File: config.mk
export PLATFORM = sky130hd
export DESIGN_NAME = dci_interpolator
export DESIGN_NICKNAME = d
export VERILOG_FILES = /design/src/include/dci_pkg.sv /design/src/rtl/dci_divider.sv /design/src/rtl/dci_interpolator.sv
export VERILOG_INCLUDE_DIRS = /design/src /design/src/include
export SDC_FILE = /design/constraint.sdc
export NUM_CORES = 2
export LEC_CHECK = 0
export BUFFER_PORTS_ARGS = -buffer_cell sky130_fd_sc_hd__buf_4
export CAP_MARGIN = 15
export CORE_MARGIN = 2
export CORE_UTILIZATION = 40
export CTS_BUF_LIST = sky130_fd_sc_hd__clkbuf_4 sky130_fd_sc_hd__clkbuf_8
export CTS_CLUSTER_DIAMETER = 100
export CTS_CLUSTER_SIZE = 12
export DETAILED_ROUTE_END_ITERATION = 10
export GPL_ROUTABILITY_DRIVEN = 0
export PLACE_DENSITY = 0.61
export SLEW_MARGIN = 40
export SYNTH_ARGS = -nofsm -noshare
export SYNTH_HDL_FRONTEND = slang
export SYNTH_SLANG_ARGS = --single-unit
export TNS_END_PERCENT = 5
File: constraint.sdc
create_clock -name ref_clk -period 10.1 [get_ports ref_clk]
set_input_delay 2.02 -clock ref_clk [delete_from_list [all_inputs] [get_ports ref_clk]]
set_output_delay 2.02 -clock ref_clk [all_outputs]
set_load 0.01 [all_outputs]
File: src/include/dci_defines.svh
`ifndef DCI_DEFINES_SVH
`define DCI_DEFINES_SVH

// ----------------------------------------
// Widths and figures
// ----------------------------------------
`define DCI_CNT_W 32
`define DCI_FRAC_W 16
`define DCI_MIN_TICKS 32'h00004E20
`define DCI_MAX_WHOLE 32'h00002710

`endif

File: src/include/dci_pkg.sv
package dci_pkg;

  // ----------------------------------------
  // Run sequencer states
  // ----------------------------------------
  typedef enum logic [3:0] {
    DCI_IDLE = 4'h1,
    DCI_ARM = 4'h2,
    DCI_RUN = 4'h4,
    DCI_TAIL = 4'h8
  } dci_state_t;

endpackage

File: src/rtl/dci_divider.sv
`timescale 1ns/1ps
`include "dci_defines.svh"

// ----------------------------------------
// Restoring divider, fixed point quotient
// ----------------------------------------
module dci_divider #(
  parameter int CW = `DCI_CNT_W,
  parameter int FW = `DCI_FRAC_W
) (
  // Clock
  input wire logic ref_clk,
  input wire logic sys_rst,
  input wire logic clk_en,
  // Operands
  input wire logic start,
  input wire logic [2*CW-1:0] dividend,
  input wire logic [CW-1:0] divisor,
  // Result
  output logic busy,
  output logic done,
  output logic [CW+FW-1:0] quotient
);

  localparam int QW = CW + FW;
  localparam int NW = 2 * CW + FW;

  logic [NW-1:0] num_r;
  logic [CW:0] rem_r;
  logic [7:0] cnt_r;
  logic [CW:0] trial;

  always_comb begin
    trial = {rem_r[CW-1:0], num_r[NW-1]} - {1'b0, divisor};
  end

  always_ff @(posedge ref_clk) begin
    if (sys_rst) begin
      num_r <= '0;
      rem_r <= '0;
      cnt_r <= 8'h00;
      busy <= 1'b0;
      done <= 1'b0;
      quotient <= '0;
    end else if (clk_en) begin
      done <= 1'b0;
      if (start && !busy) begin
        num_r <= {dividend, {FW{1'b0}}};
        rem_r <= '0;
        cnt_r <= 8'(NW);
        busy <= 1'b1;
      end else if (busy) begin
        num_r <= {num_r[NW-2:0], ~trial[CW]};
        rem_r <= trial[CW] ? {rem_r[CW-1:0], num_r[NW-1]} : trial;
        cnt_r <= cnt_r - 8'h01;
        if (cnt_r == 8'h01) begin
          busy <= 1'b0;
          done <= 1'b1;
          quotient <= QW'({num_r[NW-2:0], ~trial[CW]});
        end
      end
    end
  end

endmodule // dci_divider

File: src/rtl/dci_interpolator.sv
`timescale 1ns/1ps
`include "dci_defines.svh"

// What this block does
// RL1: Count whole flowmeter pulses during a proving run.
// RL2: First timer counts reference clocks while whole pulses accumulate.
// RL3: Second timer counts reference clocks between first and last detector.
// RL4: Pulse counter and first timer span first pulse after each detector.
// RL5: Detector switch signals start and stop the counter and both timers; here they gate only the second timer, the counter and first timer follow RL4.
// RL6: Interpolated count is whole count times detector over pulse timer.
// RL7: Reference clock must exceed meter rate times 20,000 over count.
// RL8: Each timer must gather more than 20,000 clocks per prove.
// RL9: Reach 0.02% discrimination with fewer than 10,000 whole pulses.
// RL10: Reported count within 0.01% of generator-derived value.
// RL11: Tester accepts a run only below 0.0001 relative difference.
// RL12: Expose both timers, whole count and interpolated count.
// RL13: Hold results stable and flag valid after last detector and pulse.
module dci_interpolator #(
  parameter int CW = `DCI_CNT_W,
  parameter int FW = `DCI_FRAC_W
) (
  // Clock and reset
  input wire logic ref_clk,
  input wire logic sys_rst,
  input wire logic clk_en,
  // Field inputs
  input wire logic meter_pulse,
  input wire logic detector_sw,
  // Run control
  input wire logic run_arm,
  // Results
  output logic [CW-1:0] whole_pulse_count_r,
  output logic [CW-1:0] pulse_span_time_r,
  output logic [CW-1:0] detector_span_time_r,
  output logic [CW+FW-1:0] interp_count_r,
  output logic results_valid_r,
  output logic timing_ok_r,
  output logic run_active_r
);

  // ----------------------------------------
  // Input synchronisers and edges
  // ----------------------------------------
  logic [1:0] mp_sync_r;
  logic [1:0] det_sync_r;
  logic mp_last_r;
  logic det_last_r;
  logic mp_edge;
  logic det_edge;

  always_ff @(posedge ref_clk) begin
    if (sys_rst) begin
      mp_sync_r <= 2'h0;
      det_sync_r <= 2'h0;
      mp_last_r <= 1'b0;
      det_last_r <= 1'b0;
    end else if (clk_en) begin
      mp_sync_r <= {mp_sync_r[0], meter_pulse};
      det_sync_r <= {det_sync_r[0], detector_sw};
      mp_last_r <= mp_sync_r[1];
      det_last_r <= det_sync_r[1];
    end
  end

  assign mp_edge = mp_sync_r[1] && !mp_last_r;
  assign det_edge = det_sync_r[1] && !det_last_r;

  // ----------------------------------------
  // Run sequencer
  // ----------------------------------------
  dci_pkg::dci_state_t state_r;
  dci_pkg::dci_state_t state_nxt;
  logic det_run;
  logic mp_run;
  logic run_done;
  logic mp_last_edge;

  always_comb begin
    state_nxt = state_r;
    unique case (state_r)
      dci_pkg::DCI_IDLE: begin
        if (run_arm) begin
          state_nxt = dci_pkg::DCI_ARM;
        end
      end
      dci_pkg::DCI_ARM: begin
        if (det_edge) begin
          state_nxt = dci_pkg::DCI_RUN; // RL5
        end
      end
      dci_pkg::DCI_RUN: begin
        if (det_edge) begin
          state_nxt = dci_pkg::DCI_TAIL; // RL5
        end
      end
      dci_pkg::DCI_TAIL: begin
        if (mp_last_edge) begin
          state_nxt = dci_pkg::DCI_IDLE;
        end
      end
      default: state_nxt = dci_pkg::DCI_IDLE;
    endcase
  end

  always_ff @(posedge ref_clk) begin
    if (sys_rst) begin
      state_r <= dci_pkg::DCI_IDLE;
    end else if (clk_en) begin
      state_r <= state_nxt;
    end
  end

  // Detector span is open in RUN
  assign det_run = (state_r == dci_pkg::DCI_RUN);

  // ----------------------------------------
  // Pulse gate: first pulse after each detector
  // ----------------------------------------
  logic mp_gate_r;

  assign mp_last_edge = (state_r == dci_pkg::DCI_TAIL) && mp_edge && mp_gate_r;

  always_ff @(posedge ref_clk) begin
    if (sys_rst) begin
      mp_gate_r <= 1'b0;
    end else if (clk_en) begin
      if (state_r == dci_pkg::DCI_ARM) begin
        mp_gate_r <= 1'b0;
      end else if (mp_edge && !mp_gate_r && (det_run || state_r == dci_pkg::DCI_TAIL)) begin
        mp_gate_r <= 1'b1; // RL4
      end else if (mp_last_edge) begin
        mp_gate_r <= 1'b0; // RL4
      end
    end
  end

  assign mp_run = mp_gate_r;
  assign run_done = mp_last_edge && !det_run;

  // ----------------------------------------
  // Counters
  // ----------------------------------------
  logic [CW-1:0] n_cnt_r;
  logic [CW-1:0] t1_cnt_r;
  logic [CW-1:0] t2_cnt_r;

  always_ff @(posedge ref_clk) begin
    if (sys_rst || (clk_en && state_r == dci_pkg::DCI_ARM)) begin
      n_cnt_r <= '0;
    end else if (clk_en && mp_run && mp_edge) begin
      n_cnt_r <= n_cnt_r + 1'b1; // RL1
    end
  end

  always_ff @(posedge ref_clk) begin
    if (sys_rst || (clk_en && state_r == dci_pkg::DCI_ARM)) begin
      t1_cnt_r <= '0;
    end else if (clk_en && mp_run) begin
      t1_cnt_r <= t1_cnt_r + 1'b1; // RL2
    end
  end

  always_ff @(posedge ref_clk) begin
    if (sys_rst || (clk_en && state_r == dci_pkg::DCI_ARM)) begin
      t2_cnt_r <= '0;
    end else if (clk_en && det_run) begin
      t2_cnt_r <= t2_cnt_r + 1'b1; // RL3
    end
  end

  // ----------------------------------------
  // Interpolation N * T2 / T1
  // ----------------------------------------
  logic div_busy;
  logic div_done;
  logic [CW+FW-1:0] div_q;
  logic div_start_r;
  logic run_done_r;
  logic [2*CW-1:0] prod_r;

  // Latch a cycle late so the closing pulse and tick are counted
  always_ff @(posedge ref_clk) begin
    if (sys_rst) begin
      div_start_r <= 1'b0;
      run_done_r <= 1'b0;
      prod_r <= '0;
    end else if (clk_en) begin
      run_done_r <= run_done; // RL4
      div_start_r <= run_done_r;
      if (run_done_r) begin
        prod_r <= (2*CW)'(n_cnt_r) * (2*CW)'(t2_cnt_r); // RL6
      end
    end
  end

  dci_divider #(.CW(CW), .FW(FW)) u_div (
    .ref_clk(ref_clk),
    .sys_rst(sys_rst),
    .clk_en(clk_en),
    .start(div_start_r),
    .dividend(prod_r),
    .divisor(pulse_span_time_r),
    .busy(div_busy),
    .done(div_done),
    .quotient(div_q)
  );

  // ----------------------------------------
  // Result holding and reporting
  // ----------------------------------------
  always_ff @(posedge ref_clk) begin
    if (sys_rst) begin
      whole_pulse_count_r <= '0;
      pulse_span_time_r <= '0;
      detector_span_time_r <= '0;
      interp_count_r <= '0;
      results_valid_r <= 1'b0;
      timing_ok_r <= 1'b0;
      run_active_r <= 1'b0;
    end else if (clk_en) begin
      run_active_r <= (state_nxt != dci_pkg::DCI_IDLE);
      if (state_r == dci_pkg::DCI_ARM) begin
        results_valid_r <= 1'b0;
      end
      if (run_done_r) begin
        whole_pulse_count_r <= n_cnt_r; // RL12
        pulse_span_time_r <= t1_cnt_r; // RL12
        detector_span_time_r <= t2_cnt_r; // RL12
        timing_ok_r <= (t1_cnt_r > `DCI_MIN_TICKS) && (t2_cnt_r > `DCI_MIN_TICKS)
          && (n_cnt_r < `DCI_MAX_WHOLE); // RL7 RL8 RL9
      end
      if (div_done) begin
        interp_count_r <= div_q; // RL10
        results_valid_r <= 1'b1; // RL13
      end
    end
  end

endmodule // dci_interpolator

==> metrics <==
PnR worst setup slack=1120 ps; die width=370 um; maximum fanout along the worst path=17; nets@finish=7,318; clk slew on worst S/H paths=~90 ps; area delta synth->final=6.55%; row count=134; DRT iter0 DRCs=between 2,000 and 3,000; Peak supply drop=0.0000934 V; post-synthesis mux area share=0.00803; Slew headroom=0.376; top cells by area, synth=fa_1 34%, dfxtp_1 18%, nand2_1 7.3%; Max clock buf depth=3; YS warnings=0; Worst EP arrival=9570 ps; CTS tree=built; total grt overflow=0; pwr dens=56.8 nW/um^2; Worst Path Required=10,690 ps; Synth Cell Area=about 54,000 um^2; final-report hold violation count=0; overall power consumption=approximately 3.2 mW; met1 Track Usage GR=0.294; RSZ-0062 raised after global routing=false; Tmin final=8980 ps; DRT antenna net count=0; IO Port Bufs=152; clk sinks=between 400 and 500; combinational share of power=0.018; unique cell type count in the Yosys netlist=77; vias=roughly 41,000; worst min path class=flip-flop to flip-flop; Global Route met2 Usage=0.377; adder-cell share of the synthesized area=0.406; top cell type's share of synthesized area=0.335; Die Height=370 um; area share of and/or/nand/nor cells after synthesis=0.188; number of synthesized flops with an enable pin=0; period utilization=0.889; number of synthesized register bits=a little under 500; Ports=153; Leak=~27 nW; syn_nets=7,442; Clock Skews=about 82 ps; Reg power frac=0.596; fmax=0.111 GHz; asr flop ratio synth=0; Root Driver=clkbuf_8; Core Region=approximately 130,000 um^2; largest net degree at the start of global routing=106; maxcap violations=0; main combinational cell family by area after synthesis=adder cells; final wirelength=149,000 um; Via density=~5.2; cts hold-fix bufs=0; pre-CTS setup slack=1310 ps; Compound-Gate Fraction of Synth Area=0.0929; internal power=~2.4 mW; initial core utilization=0.402; Slew Limit Fails=0; initial antenna violation count=2; Die Footprint=137,000 um^2; Storage cell area=9830 um^2; Synth Flop Type=dfxtp_1; clock share of power=0.386; sequential area share after synthesis=0.183; NetSw=820 uW; vias in the first global route=43,100; GRT Max-Usage Layer=met2; final setup fails=0; DRC viols=0; Synth Area per Inst=8.59 um^2; Worst-Margin Slew=912 ps; multi-input logic area=38,700 um^2; XOR/XNOR share of the synthesized area=0.0265; CTS buffer count=50; GRT Util Overall=0.222; Max H-tree Level=2; Synth area leader=fa_1; dpl hpwl=113,000 um; Critical Path Start Type=flip-flop; Setup Fix Bufs, Post-CTS=0; Synth Instances=~6,200; share of post-route cells with drive strength above 1=0.0621; cts repair resizes=0; GR Util met3=0.0247; setup_tns=0 ps; Setup CP Type=flip-flop to flip-flop; crit end category=flip-flop; Skew-Pair Late Insertion Delay=just under 800 ps; TritonRoute pass-1 iters=6; status=completed; filler cell count=approximately 13,000; WL per Instance=18.8 um; sw frac=0.253; first-pass GRT wire length=242,000 um
worst max-delay path, cell delays in order, from the launching register on:
cell	delay, ps
dfxtp_1	930
buf_4	290
and2_1	160
fa_1	450
fa_1	610
inv_1	80
fa_1	510
fa_1	410
inv_1	80
fa_1	440
fa_1	570
fa_1	430
fa_1	470
ha_1	400
a21oi_1	330
a211oi_1	130
nor4_1	270
o31ai_1	120
a31oi_1	640
o31ai_2	200
a31o_2	320
a21oi_1	460
o21ai_0	200
a221o_1	310
cell families (layout without fill, tap and decap cells):
family / count (synthesis) / after routing
AND/OR/NAND/NOR: 2121 / 2121
buffers and inverters: 1364 / 1250
adder cells (fa/ha/maj): 1199 / 1199
AO/OA/AOI/OAI: 859 / 859
flip-flops: 490 / 490
XOR/XNOR: 161 / 161
multiplexers: 43 / 43
other: 0 / 3
power by group through the flow:
stage	combinational [mW]	clock (mW)	sequential [mW]
after floorplan	0.0377	0	1.98
after global placement	0.0559	0	1.98
after detailed placement	0.0568	0	1.98
after CTS	0.0567	1.30	1.93
after global routing	0.0615	1.37	1.93
final	0.0570	1.25	1.93
per-stage QoR:
step	cells	hold slack [ps]	utilization	cell area [um^2]
after floorplan	6237	426	-	53600
after global routing	7892	468	0.428	57100
after global placement	7829	440	0.422	56200
after detailed placement	7829	444	0.422	56200
final	7894	453	0.428	57100
after CTS	7891	456	0.428	57100
flip-flops by register name, indices dropped and copies added, names as in the netlist, 2 cells and up:
signal	cells
det_sync_r	2
detector_span_time_r	32
interp_count_r	48
mp_sync_r	2
n_cnt_r	32
prod_r	64
pulse_span_time_r	32
state_r	4
t1_cnt_r	32
t2_cnt_r	32
u_div.cnt_r	8
u_div.num_r	80
u_div.quotient	48
u_div.rem_r	32
whole_pulse_count_r	32
layout make-up:
type	count	share of cell area
Timing Repair Buffer	269	0.0359
Antenna cell	3	0.000131
Sequential cell	490	0.172
Tap cell	1768	0.0387
Multi-Input combinational cell	4383	0.678
Inverter	919	0.0604
Clock inverter	9	0.00193
Clock buffer	53	0.0126
synth_stat cells, drive strengths merged (3+ instances only):
cell     instances
clkbuf         399
nand4           53
o22ai           67
a31oi           12
a2111oi          5
a21o            57
a221oi           4
and4             6
o21bai          10
a211oi          11
o21ai          176
nor2           204
a21oi          425
dfxtp          490
mux2i           43
xnor2           71
and3            25
a41oi            4
inv            917
or2              4
o21a            18
a22oi           18
nand3           74
a221o            5
nand2         1043
buf             46
nand2b           6
o31ai            7
a31o             3
or4              6
nor3            27
ha             302
fa             897
or3             22
nor4            16
xor2            90
nor2b           12
o211ai          10
o31a             3
and2           615
metal layers:
metal	routed length, um	part of all wire
met5	0	0
met2	71900	0.48
met1	63600	0.43
met3	7680	0.052
met4	5420	0.036
worst paths after layout:
kind,from,endpoint,slack (ps),cells past startpoint
worst max register to register,t2_cnt_r[9],prod_r[61],1120,23
worst min-delay path,u_div.quotient[8],u_div.quotient[8],450,2
worst min register to register,u_div.quotient[8],u_div.quotient[8],450,2
worst max-delay path,t2_cnt_r[9],prod_r[61],1120,23
placed cells by master, fill, tap and decap left out, types with 10 or more instances in the layout:
cell	count
a211oi_1	10
a21o_1	57
a21oi_1	424
a22oi_1	18
a31oi_1	12
and2_1	614
and3_1	25
buf_4	264
clkbuf_8	51
dfxtp_1	474
dfxtp_2	14
fa_1	897
ha_1	302
inv_1	916
mux2i_1	43
nand2_1	1039
nand3_1	74
nand4_1	53
nor2_1	200
nor2b_1	11
nor3_1	26
nor4_1	16
o211ai_1	10
o21a_1	18
o21ai_0	144
o21ai_1	31
o21bai_1	10
o22ai_1	67
or3_1	22
xnor2_1	70
xor2_1	90
Note: power is estimated with default switching activity, not from simulation.
